`src/pkg/ppgtc_pkg.sv`:
```
package ppgtc_pkg;

  localparam int CNT_W = 10;

  // Count start source encodings.
  localparam logic [1:0] SRC_CMD_CAPTURE = 2'h0;
  localparam logic [1:0] SRC_CMD_TRIGGER = 2'h1;
  localparam logic [1:0] SRC_TRIGGER     = 2'h2;

  // Stop mode encodings.
  localparam logic [1:0] STOP_INIT     = 2'h0;
  localparam logic [1:0] STOP_HOLD     = 2'h1;
  localparam logic [1:0] STOP_PERIOD   = 2'h2;

  localparam logic [CNT_W-1:0] CNT_RESET = 10'h000;

  typedef enum logic [1:0] {
    PPGTC_IDLE = 2'b00,
    PPGTC_RUN  = 2'b01,
    PPGTC_WAIT = 2'b11
  } ppgtc_state_e;

  typedef struct packed {
    logic       sync1;
    logic       sync2;
    logic       trig_prev;
    logic       run_prev;
    logic [1:0] stop_mode_prev;
    ppgtc_state_e st;
    logic [CNT_W-1:0] cnt;
    logic       out1;
    logic       out2;
    logic       oneshot_done;
    logic       pend_stop;
    logic       lock;
    logic [CNT_W-1:0] buf_a;
    logic [CNT_W-1:0] buf_b;
    logic [CNT_W-1:0] cap_a;
    logic [CNT_W-1:0] cap_b;
    logic       start_evt;
  } ppgtc_state_s;

endpackage : ppgtc_pkg

```
`src/rtl/ppgtc_ctrl.sv`:
```
`timescale 1ns/100ps
// How it works
// Trigger-only mode: start on edge, clear at level
// Trigger-only mode: run bit only arms
// Capture mode: rising to A, falling to B
// Buffered capture moves at period end, last wins
// Capture reads lock; B high read unlocks
// Software dummy-reads captures in first period
// Captures only while running, none after one-time stop
// Polarity selects start edge and stop level
// One-time stopped: stop triggers only, no starts (trigger-only source still starts on an edge)
// Run bit zero ignores all triggers
// Accept-always: triggers act and deactivate outputs
// Accept-when-inactive: stop deferred until outputs inactive
// Disabled outputs never block trigger acceptance
// Stop mode 00: immediate stop, outputs initialised
// Stop mode 01: immediate stop, outputs held
// Stop mode 10: stop at period end or trigger
// Software polls busy before rewriting control
// One-time mode waits for trigger or run write
// Run bit stays one after one-time stop
// Writing stop mode 10 while running restarts
// Stop modes 00/01 give continuous operation
// Initial level bit sets output polarity
// Start event only for trigger-started counts
// Trigger pin synchronised before all decisions
module ppgtc_ctrl
  import ppgtc_pkg::*;
#(
  parameter int W = CNT_W
) (
  input  wire logic         REF_CLK,
  input  wire logic         RSTN,
  input  wire logic         TRIGGER_PIN,
  input  wire logic [1:0]   COUNT_START_SOURCE,
  input  wire logic         RUN_BIT,
  input  wire logic         RUN_WRITE_ONE,
  input  wire logic [1:0]   STOP_MODE,
  input  wire logic         TRIGGER_POLARITY,
  input  wire logic         TRIGGER_ACCEPT_MODE,
  input  wire logic [1:0]   PULSE_OUTPUT_ENABLE,
  input  wire logic         FIRST_OUTPUT_INITIAL_LEVEL,
  input  wire logic         SECOND_OUTPUT_INITIAL_LEVEL,
  input  wire logic [W-1:0] PERIOD,
  input  wire logic [W-1:0] DEAD_TIME,
  input  wire logic [W-1:0] PULSE_WIDTH,
  input  wire logic         READ_CAPTURE_OTHER,
  input  wire logic         READ_FALLING_CAPTURE_HIGH,
  output logic              FIRST_PULSE_OUTPUT,
  output logic              SECOND_PULSE_OUTPUT,
  output logic              COUNTER_BUSY_FLAG,
  output logic              TRIGGER_START_EVENT,
  output logic [W-1:0]      RISING_CAPTURE_REG,
  output logic [W-1:0]      FALLING_CAPTURE_REG,
  output logic [W-1:0]      COUNT_VALUE
);

  ppgtc_state_s s_reg;
  ppgtc_state_s s_next;

  logic trig;
  logic rise;
  logic fall;
  logic start_edge;
  logic stop_level;
  logic period_end;
  logic act1;
  logic act2;
  logic outs_inactive;
  logic accept;
  logic capture_mode;
  logic trig_mode;

  // Active phase of the first output within a period, and inactive phase of the second, before initial-level inversion.
  function automatic logic active_at(input logic [W-1:0] c, input logic [W-1:0] dt,
                                     input logic [W-1:0] pw);
    active_at = (c >= dt) && (c < pw);
  endfunction : active_at

  always_comb begin
    trig         = s_reg.sync2;
    rise         = trig & ~s_reg.trig_prev;
    fall         = ~trig & s_reg.trig_prev;
    start_edge   = TRIGGER_POLARITY ? rise : fall;
    stop_level   = TRIGGER_POLARITY ? ~trig : trig;
    period_end   = (s_reg.st == PPGTC_RUN) && (s_reg.cnt == PERIOD - W'(1));
    act1         = active_at(s_reg.cnt, DEAD_TIME, PULSE_WIDTH) && (s_reg.st == PPGTC_RUN);
    act2         = !active_at(s_reg.cnt, W'(0), PULSE_WIDTH + DEAD_TIME)
                   && (s_reg.cnt >= DEAD_TIME) && (s_reg.st == PPGTC_RUN);
    // Outputs whose enable is low never hold off a trigger.
    outs_inactive = !(act1 && PULSE_OUTPUT_ENABLE[0]) && !(act2 && PULSE_OUTPUT_ENABLE[1]);
    accept       = RUN_BIT && (!TRIGGER_ACCEPT_MODE || outs_inactive);
    capture_mode = (COUNT_START_SOURCE == SRC_CMD_CAPTURE);
    trig_mode    = !capture_mode;

    s_next                = s_reg;
    s_next.sync1          = TRIGGER_PIN;
    s_next.sync2          = s_reg.sync1;
    s_next.trig_prev      = trig;
    s_next.run_prev       = RUN_BIT;
    s_next.stop_mode_prev = STOP_MODE;
    s_next.start_evt      = 1'b0;

    // Output levels follow the count, inverted by the initial-level bits.
    s_next.out1 = act1 ^ FIRST_OUTPUT_INITIAL_LEVEL;
    s_next.out2 = act2 ^ SECOND_OUTPUT_INITIAL_LEVEL;

    if (s_reg.st == PPGTC_RUN) begin
      s_next.cnt = period_end ? CNT_RESET : s_reg.cnt + W'(1);
    end

    // Captures go to the buffer; the last edge in a period wins.
    if (capture_mode && RUN_BIT && s_reg.st == PPGTC_RUN) begin
      if (rise) s_next.buf_a = s_reg.cnt;
      if (fall) s_next.buf_b = s_reg.cnt;
    end
    if (period_end && capture_mode && RUN_BIT && !s_reg.lock) begin
      s_next.cap_a = s_next.buf_a;
      s_next.cap_b = s_next.buf_b;
    end
    // The unlock read wins over a lock read in the same cycle.
    if (READ_CAPTURE_OTHER) s_next.lock = 1'b1;
    if (READ_FALLING_CAPTURE_HIGH) s_next.lock = 1'b0;

    if (RUN_WRITE_ONE && !trig_mode) begin
      s_next.st           = PPGTC_RUN;
      s_next.cnt          = CNT_RESET;
      s_next.oneshot_done = 1'b0;
    end else if (RUN_WRITE_ONE && COUNT_START_SOURCE == SRC_CMD_TRIGGER && !stop_level) begin
      s_next.st           = PPGTC_RUN;
      s_next.cnt          = CNT_RESET;
      s_next.oneshot_done = 1'b0;
    end else if (RUN_WRITE_ONE) begin
      s_next.st           = PPGTC_WAIT;
      s_next.oneshot_done = 1'b0;
    end

    if (!RUN_BIT && s_reg.run_prev) begin
      if (STOP_MODE == STOP_PERIOD && s_reg.st == PPGTC_RUN) begin
        s_next.pend_stop = 1'b1;
      end else begin
        s_next.st  = PPGTC_IDLE;
        s_next.cnt = CNT_RESET;
        if (STOP_MODE == STOP_HOLD) begin
          s_next.out1 = s_reg.out1;
          s_next.out2 = s_reg.out2;
        end else begin
          s_next.out1 = FIRST_OUTPUT_INITIAL_LEVEL;
          s_next.out2 = SECOND_OUTPUT_INITIAL_LEVEL;
        end
      end
    end else if (!RUN_BIT && s_reg.st != PPGTC_RUN) begin
      s_next.st = PPGTC_IDLE;
      if (STOP_MODE == STOP_HOLD) begin
        s_next.out1 = s_reg.out1;
        s_next.out2 = s_reg.out2;
      end
    end

    if (RUN_BIT && STOP_MODE == STOP_PERIOD && s_reg.stop_mode_prev != STOP_PERIOD) begin
      s_next.st           = PPGTC_RUN;
      s_next.cnt          = CNT_RESET;
      s_next.oneshot_done = 1'b0;
    end

    if (period_end && (STOP_MODE == STOP_PERIOD || s_reg.pend_stop)) begin
      s_next.st           = trig_mode && RUN_BIT ? PPGTC_WAIT : PPGTC_IDLE;
      s_next.cnt          = CNT_RESET;
      s_next.oneshot_done = 1'b1;
      s_next.pend_stop    = 1'b0;
    end

    if (trig_mode && accept) begin
      if (stop_level && s_reg.st != PPGTC_IDLE) begin
        s_next.st   = PPGTC_WAIT;
        s_next.cnt  = CNT_RESET;
        s_next.out1 = FIRST_OUTPUT_INITIAL_LEVEL;
        s_next.out2 = SECOND_OUTPUT_INITIAL_LEVEL;
        s_next.pend_stop = 1'b0;
      end else if (start_edge && s_reg.st == PPGTC_WAIT
                   && !(STOP_MODE == STOP_PERIOD && s_reg.oneshot_done
                        && COUNT_START_SOURCE != SRC_TRIGGER)) begin
        s_next.st        = PPGTC_RUN;
        s_next.cnt       = CNT_RESET;
        s_next.start_evt = 1'b1;
      end
    end
  end

  always_ff @(posedge REF_CLK or negedge RSTN) begin
    if (!RSTN) begin
      s_reg <= '0;
    end else begin
      s_reg <= s_next;
    end
  end

  assign FIRST_PULSE_OUTPUT  = s_reg.out1;
  assign SECOND_PULSE_OUTPUT = s_reg.out2;
  assign COUNTER_BUSY_FLAG   = (s_reg.st == PPGTC_RUN);
  assign TRIGGER_START_EVENT = s_reg.start_evt;
  assign RISING_CAPTURE_REG  = s_reg.cap_a;
  assign FALLING_CAPTURE_REG = s_reg.cap_b;
  assign COUNT_VALUE         = s_reg.cnt;

  chk_idle_ignore: assert property (@(posedge REF_CLK) disable iff (!RSTN)
    !RUN_BIT && !s_reg.run_prev |=> !TRIGGER_START_EVENT)
    else $error("start event while stopped");
  chk_event_busy: assert property (@(posedge REF_CLK) disable iff (!RSTN)
    TRIGGER_START_EVENT |-> COUNTER_BUSY_FLAG && COUNT_VALUE == '0)
    else $error("start event without a fresh count");
  chk_no_capture_event: assert property (@(posedge REF_CLK) disable iff (!RSTN)
    capture_mode && $stable(COUNT_START_SOURCE) |=> !TRIGGER_START_EVENT)
    else $error("start event in capture mode");
  chk_lock_hold: assert property (@(posedge REF_CLK) disable iff (!RSTN)
    s_reg.lock |=> $stable(RISING_CAPTURE_REG))
    else $error("capture changed while locked");
  chk_stop_init: assert property (@(posedge REF_CLK) disable iff (!RSTN)
    !RUN_BIT && s_reg.run_prev && STOP_MODE == STOP_INIT |=>
      !COUNTER_BUSY_FLAG && FIRST_PULSE_OUTPUT == $past(FIRST_OUTPUT_INITIAL_LEVEL))
    else $error("stop mode 00 did not initialise");
  chk_stop_hold: assert property (@(posedge REF_CLK) disable iff (!RSTN)
    !RUN_BIT && s_reg.run_prev && STOP_MODE == STOP_HOLD |=>
      !COUNTER_BUSY_FLAG && $stable(FIRST_PULSE_OUTPUT))
    else $error("stop mode 01 did not hold");
  chk_trig_arm: assert property (@(posedge REF_CLK) disable iff (!RSTN)
    RUN_WRITE_ONE && COUNT_START_SOURCE == SRC_TRIGGER && s_reg.st != PPGTC_RUN |=>
      !COUNTER_BUSY_FLAG)
    else $error("run write started trigger-only mode");
  chk_cmd_start: assert property (@(posedge REF_CLK) disable iff (!RSTN)
    RUN_WRITE_ONE && RUN_BIT && capture_mode |=> COUNTER_BUSY_FLAG ##1 COUNTER_BUSY_FLAG)
    else $error("command start did not run");

  // The second stage only ever copies the first, so no decision sees a metastable value.
  chk_sync_chain: assert property (@(posedge REF_CLK) disable iff (!RSTN)
    s_reg.sync2 == $past(s_reg.sync1))
    else $error("trigger synchroniser broken");
  chk_start_edge: assert property (@(posedge REF_CLK) disable iff (!RSTN)
    TRIGGER_START_EVENT |-> $past(start_edge))
    else $error("start event without a start edge");
  chk_stop_level: assert property (@(posedge REF_CLK) disable iff (!RSTN)
    trig_mode && accept && stop_level && s_reg.st != PPGTC_IDLE |=>
      !COUNTER_BUSY_FLAG && COUNT_VALUE == '0)
    else $error("stop level did not clear the count");
  chk_stop_outputs: assert property (@(posedge REF_CLK) disable iff (!RSTN)
    trig_mode && accept && stop_level && s_reg.st != PPGTC_IDLE |=>
      FIRST_PULSE_OUTPUT == $past(FIRST_OUTPUT_INITIAL_LEVEL)
      && SECOND_PULSE_OUTPUT == $past(SECOND_OUTPUT_INITIAL_LEVEL))
    else $error("stop trigger did not initialise outputs");
  chk_run_low_quiet: assert property (@(posedge REF_CLK) disable iff (!RSTN)
    !RUN_BIT |=> !TRIGGER_START_EVENT)
    else $error("trigger acted while run bit low");
  chk_capture_rise: assert property (@(posedge REF_CLK) disable iff (!RSTN)
    capture_mode && RUN_BIT && s_reg.st == PPGTC_RUN && rise |=>
      s_reg.buf_a == $past(s_reg.cnt))
    else $error("rising edge not captured");
  chk_capture_fall: assert property (@(posedge REF_CLK) disable iff (!RSTN)
    capture_mode && RUN_BIT && s_reg.st == PPGTC_RUN && fall |=>
      s_reg.buf_b == $past(s_reg.cnt))
    else $error("falling edge not captured");
  chk_capture_move: assert property (@(posedge REF_CLK) disable iff (!RSTN)
    period_end && capture_mode && RUN_BIT && !s_reg.lock && !rise |=>
      RISING_CAPTURE_REG == $past(s_reg.buf_a))
    else $error("buffer not moved at period end");
  chk_capture_still: assert property (@(posedge REF_CLK) disable iff (!RSTN)
    !period_end |=> $stable(FALLING_CAPTURE_REG))
    else $error("capture moved inside a period");
  chk_lock_hold_b: assert property (@(posedge REF_CLK) disable iff (!RSTN)
    s_reg.lock |=> $stable(FALLING_CAPTURE_REG))
    else $error("falling capture changed while locked");
  chk_unlock: assert property (@(posedge REF_CLK) disable iff (!RSTN)
    READ_FALLING_CAPTURE_HIGH |=> !s_reg.lock)
    else $error("upper read did not unlock");
  chk_lock_set: assert property (@(posedge REF_CLK) disable iff (!RSTN)
    READ_CAPTURE_OTHER && !READ_FALLING_CAPTURE_HIGH |=> s_reg.lock)
    else $error("capture read did not lock");
  chk_period_wrap: assert property (@(posedge REF_CLK) disable iff (!RSTN)
    period_end && RUN_BIT && capture_mode && STOP_MODE != STOP_PERIOD
      && !s_reg.pend_stop && !RUN_WRITE_ONE |=> COUNTER_BUSY_FLAG && COUNT_VALUE == '0)
    else $error("continuous mode did not wrap");
  chk_oneshot_end: assert property (@(posedge REF_CLK) disable iff (!RSTN)
    period_end && STOP_MODE == STOP_PERIOD |=> !COUNTER_BUSY_FLAG && s_reg.oneshot_done)
    else $error("one-time mode ran past period end");
  chk_oneshot_wait: assert property (@(posedge REF_CLK) disable iff (!RSTN)
    period_end && STOP_MODE == STOP_PERIOD && trig_mode && RUN_BIT |=>
      s_reg.st == PPGTC_WAIT)
    else $error("one-time trigger mode did not rearm");
  // Switching to one-time mode mid-run restarts the period rather than finishing it.
  chk_restart: assert property (@(posedge REF_CLK) disable iff (!RSTN)
    RUN_BIT && STOP_MODE == STOP_PERIOD && s_reg.stop_mode_prev != STOP_PERIOD
      && !period_end && !(trig_mode && accept && stop_level) |=>
      COUNTER_BUSY_FLAG && COUNT_VALUE == '0)
    else $error("one-time select did not restart");
  chk_hold_active: assert property (@(posedge REF_CLK) disable iff (!RSTN)
    trig_mode && RUN_BIT && s_reg.run_prev && TRIGGER_ACCEPT_MODE && !outs_inactive
      && s_reg.st == PPGTC_RUN && !period_end && !RUN_WRITE_ONE |=> COUNTER_BUSY_FLAG)
    else $error("trigger stopped active outputs");

  cov_trig_start: cover property (@(posedge REF_CLK) disable iff (!RSTN) TRIGGER_START_EVENT);
  cov_capture: cover property (@(posedge REF_CLK) disable iff (!RSTN)
    period_end && capture_mode && !s_reg.lock);
  cov_oneshot: cover property (@(posedge REF_CLK) disable iff (!RSTN)
    period_end && STOP_MODE == STOP_PERIOD);
  cov_trig_stop: cover property (@(posedge REF_CLK) disable iff (!RSTN)
    trig_mode && accept && stop_level && s_reg.st == PPGTC_RUN);
  cov_hold_stop: cover property (@(posedge REF_CLK) disable iff (!RSTN)
    !RUN_BIT && s_reg.run_prev && STOP_MODE == STOP_HOLD);

endmodule : ppgtc_ctrl
```
`config.mk`:
```
export PLATFORM = sky130hd
export DESIGN_NAME = ppgtc_ctrl
export DESIGN_NICKNAME = d
export VERILOG_FILES = /design/src/pkg/ppgtc_pkg.sv /design/src/rtl/ppgtc_ctrl.sv
export SDC_FILE = /design/constraint.sdc
export NUM_CORES = 1
export LEC_CHECK = 0
export BUFFER_PORTS_ARGS = -buffer_cell sky130_fd_sc_hd__buf_2
export CAP_MARGIN = 5
export CELL_PAD_IN_SITES_DETAIL_PLACEMENT = 1
export CELL_PAD_IN_SITES_GLOBAL_PLACEMENT = 1
export CORE_MARGIN = 3
export CORE_UTILIZATION = 30
export DETAILED_ROUTE_END_ITERATION = 7
export HOLD_SLACK_MARGIN = 0.03
export PLACE_DENSITY = 0.61
export SETUP_SLACK_MARGIN = 0.3
export SYNTH_ARGS = -nofsm -noshare
export SYNTH_HDL_FRONTEND = slang
export SYNTH_SLANG_ARGS = --single-unit
```
`constraint.sdc`:
```
create_clock -name REF_CLK -period 3.55 [get_ports REF_CLK]
set_input_delay 0.1775 -clock REF_CLK [delete_from_list [all_inputs] [get_ports REF_CLK]]
set_output_delay 0.1775 -clock REF_CLK [all_outputs]
set_load 0.005 [all_outputs]
```
==> key figures <==
Worst setup path
  • Most numerous cell on the critical path: buf_4
  • WS Path Type: input port to flip-flop
  • CP Launch Type: input port
  • Worst Path Max Fanout: 3
  • CP Cell Sequence: buf_8, ha_4, a21o_1, a21oi_2, nor2b_1, o21a_1, o41ai_2, buf_4, xor2_1, ha_1, a2111oi_4, nand2_1, o211ai_1, a211oi_2, buf_4, or2_2, a31oi_1
  • CP max-delay cell: a2111oi_4
  • Critical path data arrival time: about 3.5 ns
  • Worst Path Required: roughly 3.8 ns
  • WP buf/inv: 3
  • Worst stage delay on the critical path: about 0.41 ns
  • Cell family contributing the most delay on the critical path: compound AO/OA/AOI/OAI gates
  • Worst setup EP type: flip-flop

Floorplanning
  • Die H: 127.7 um
  • Starting Density: 31.30%
  • IO Pins: between 80 and 90
  • # rows: 43
  • Die area: about 16000 um^2
  • Core Region: around 14000 um^2
  • Chip width: roughly 130 um

Global routing
  • Initial antenna violation count: 0
  • GR Util All Layers: 14.78%
  • Pin count of the biggest net entering global routing: 29
  • GRT overflow: 0
  • First-pass GRT wire length: between 15 and 20 mm
  • Vias in the first global route: roughly 3800

Power and ir drop
  • Combinational Power Share: between 20% and 30%
  • Power share of the sequential group: around two fifths
  • Sw frac: a little under a third
  • Leakage: around 2.8 nW
  • Clock power frac: 40.1%
  • Psw: between 0.6 and 0.7 mW
  • Internal power: about 1.4 mW
  • Power Dens Cells: 376.8 nW/um^2
  • Highest ir drop seen on vdd: about 0.24 mV

Route
  • DRC viols: 0
  • Antenna-violating nets left: 0
  • Final WL: 12.12 mm
  • Metal-1 WL: between 5 and 6 mm
  • Drt wl/cell: about 17 um
  • Vias: around 3500
  • WL met2: between 6 and 7 mm
  • DRT Pass-1 Iters: 4
  • Vias/cell: 5.044
  • Metal3 WL: ~500 um
  • Top sig layer: met4
  • DR iter-0 viols: approximately 90

STA
  • Relative slew slack: between 40 and 50%
  • RSZ-0062 raised after global routing: yes
  • Clock Skew: between 0.007 and 0.008 ns
  • Slew Limit Fails: 0
  • Endpoints failing setup: 0
  • Final worst slack: 0.3156 ns
  • Final worst path period need: between 3 and 4 ns
  • Tcrit/Tclk final: around nine tenths
  • Final Hold Vio Count: 0
  • Worst-margin pin slew: around 0.86 ns
  • Fmax: slightly above 300 MHz

Place
  • # port buffers: 80
  • DP HPWL: slightly above 9 mm
  • GPL Wtd Cong: around 0.76
  • Post-Place Cells: 670
  • Pre-CTS WS: -0.1533 ns

Cells and area
  • Antenna Cells: 0
  • FILL cells: 1644
  • Largest register FFs: 29
  • P&R area growth vs syn: 23.44%
  • Commonest cells after routing, fill and taps aside: buf_2 (80), dfrtp_1 (64), ha_1 (35)
  • Nets: approximately 600
  • Commonest non-fill, non-tap cell in the layout: buf_2
  • Layout cells sized above 1: between 30% and 40%
  • Finished Layout Cells: about 700

Clocking
  • Clk_lat worst skew: roughly 0.34 ns
  • TritonCTS clock tree: done
  • Clk sinks: 64
  • Clock Path Buffers: 2
  • Root Driver: clkbuf_16
  • Worst-path clk slew: 0.05 ns
  • Number of buffers created by CTS: 9
  • H-tree depth: 3

Logic synthesis
  • Top cells by area in the synthesized netlist: dfrtp_1 (36%), ha_1 (11%), mux2_4 (6.8%), buf_4 (5.1%), mux2_2 (4.6%)
  • Synth Net Count: around 530
  • Distinct cells, synth: 57
  • Asr flop ratio synth: between 90% and 100%
  • EDFF count, synth: 0
  • Post-Syn Instances: 438
  • Synthesized flop and latch total: 64
  • Sequential share of the synthesized area: around 36%
  • Share of the synthesized area in the top cell type: between 30% and 40%
  • Main synth FF type: dfrtp_1
  • Cell Area, Synth: ~4400 um^2
  • Syn avg cell area: around 10 um^2
  • Cell taking the most area after synthesis: dfrtp_1
  • Number of synthesis warnings: 0

Outcome
  • Status: finished, final reports clean

Flow run
  • Number of max-cap violations: 0

Min path
  • HP Class: input port to flip-flop
-- metal layers --
layer  vias up  track usage [%]
met3        13            2.792
met2        72            24.89
met1      1750            19.28
met5         -                0
met4         0            4.494
li1       1681                -
-- metrics by stage --
| step | TNS (ns) | utilization, % | cell area, um^2 | hold WS (ns) | power [mW] |
|---|---|---|---|---|---|
| 3_3_place_gp | -0.002938 | 34.55 | 4907 | 0.2185 | 1.195 |
| 3_5_place_dp | -1.530 | 34.55 | 4907 | 0.2311 | 1.209 |
| 2_1_floorplan | 0 | - | 4467 | -0.1181 | 1.051 |
| 4_1_cts | 0 | 37.00 | 5255 | 0.05123 | 2.058 |
| 5_1_grt | 0 | 38.64 | 5488 | 0.06534 | 2.189 |
| 6_report | 0 | 38.64 | 5488 | 0.05818 | 2.068 |
-- worst reg2reg max path, stage by stage (launching register included) --
cell and delay [ns]:
dfrtp_1 0.42, nand2b_1 0.29, inv_1 0.46, and3_1 0.31, nand3b_1 0.44, mux2_2 0.47, mux2_4 0.27
-- worst paths after layout --
| check | start | slack (ns) | cells after the start | end |
|---|---|---|---|---|
| max in group asynchronous | RSTN | 2.13 | 4 | COUNT_VALUE[7] |
| setup reg to reg | s_reg[57] | 0.78 | 6 | RISING_CAPTURE_REG[8] |
| hold / removal | READ_CAPTURE_OTHER | 0.06 | 3 | s_reg[41] |
| min in group asynchronous | RSTN | 0.38 | 2 | FALLING_CAPTURE_REG[4] |
| hold reg to reg | s_next[62] | 0.36 | 0 | trig |
| setup / recovery | PULSE_WIDTH[1] | 0.32 | 17 | s_reg[57] |
-- repair_timing --
item                                    4_1_cts  5_1_grt
gates resized for setup                       5       33
pin swaps                                     1       18
endpoints found under the setup margin       15       16
cloned                                        0        1
hold buffers                                  5        0
endpoints found under the hold margin        31        0
setup buffers                                 0        4
-- power groups by stage --
stage                     combinational [mW]  sequential, mW  clock, mW
after floorplan                        0.249           0.802          0
after CTS                              0.418           0.788      0.852
final                                  0.451           0.788      0.829
after global placement                 0.396           0.800          0
after detailed placement               0.409           0.801          0
after global routing                   0.510           0.793      0.886
-- cell families (layout without fill, tap and decap cells) --
group	Yosys count	after routing	synth area share [%]
AOI/OAI and AO/OA	75	75	10.98
xor gates and xnor gates	32	32	6.305
adders and majority gates	40	40	11.43
buffers and inverters	70	149	8.809
DFF	64	64	36.03
muxes	40	40	12.05
and+or+nand+nor	117	117	14.41
-- cells in the mapped netlist (2+ instances only) --
| cell | instances |
|---|---|
| and3_1 | 9 |
| o2bb2ai_1 | 2 |
| nor3_1 | 9 |
| a2111oi_0 | 3 |
| nand2_1 | 26 |
| o21a_1 | 3 |
| xnor2_1 | 13 |
| mux2_4 | 20 |
| o21ai_0 | 20 |
| clkbuf_1 | 7 |
| a21oi_1 | 18 |
| ha_1 | 39 |
| o22ai_1 | 2 |
| buf_6 | 2 |
| o211ai_1 | 3 |
| nand3b_1 | 3 |
| nand4_1 | 2 |
| inv_1 | 29 |
| nand2b_1 | 9 |
| xor2_1 | 19 |
| nand3_1 | 8 |
| nor2_1 | 20 |
| o221ai_1 | 2 |
| buf_4 | 30 |
| mux2_2 | 18 |
| nor2b_1 | 6 |
| a211o_1 | 2 |
| a21o_1 | 3 |
| a31oi_1 | 4 |
| dfrtp_1 | 64 |
| nor4_1 | 15 |
| o31ai_1 | 2 |
| a211oi_1 | 2 |
-- final cells by class --
cell class	count	area [um^2]	share of cell area [%]
Tap cell	180	225.2	4.104
Clock buffer	10	239.0	4.355
Multi-Input combinational cell	304	2656	48.40
Inverter	29	108.9	1.984
Clock inverter	6	45.04	0.8208
Timing Repair Buffer	104	611.8	11.15
Sequential cell	64	1602	29.18
Note: power is estimated with default switching activity, not from simulation.
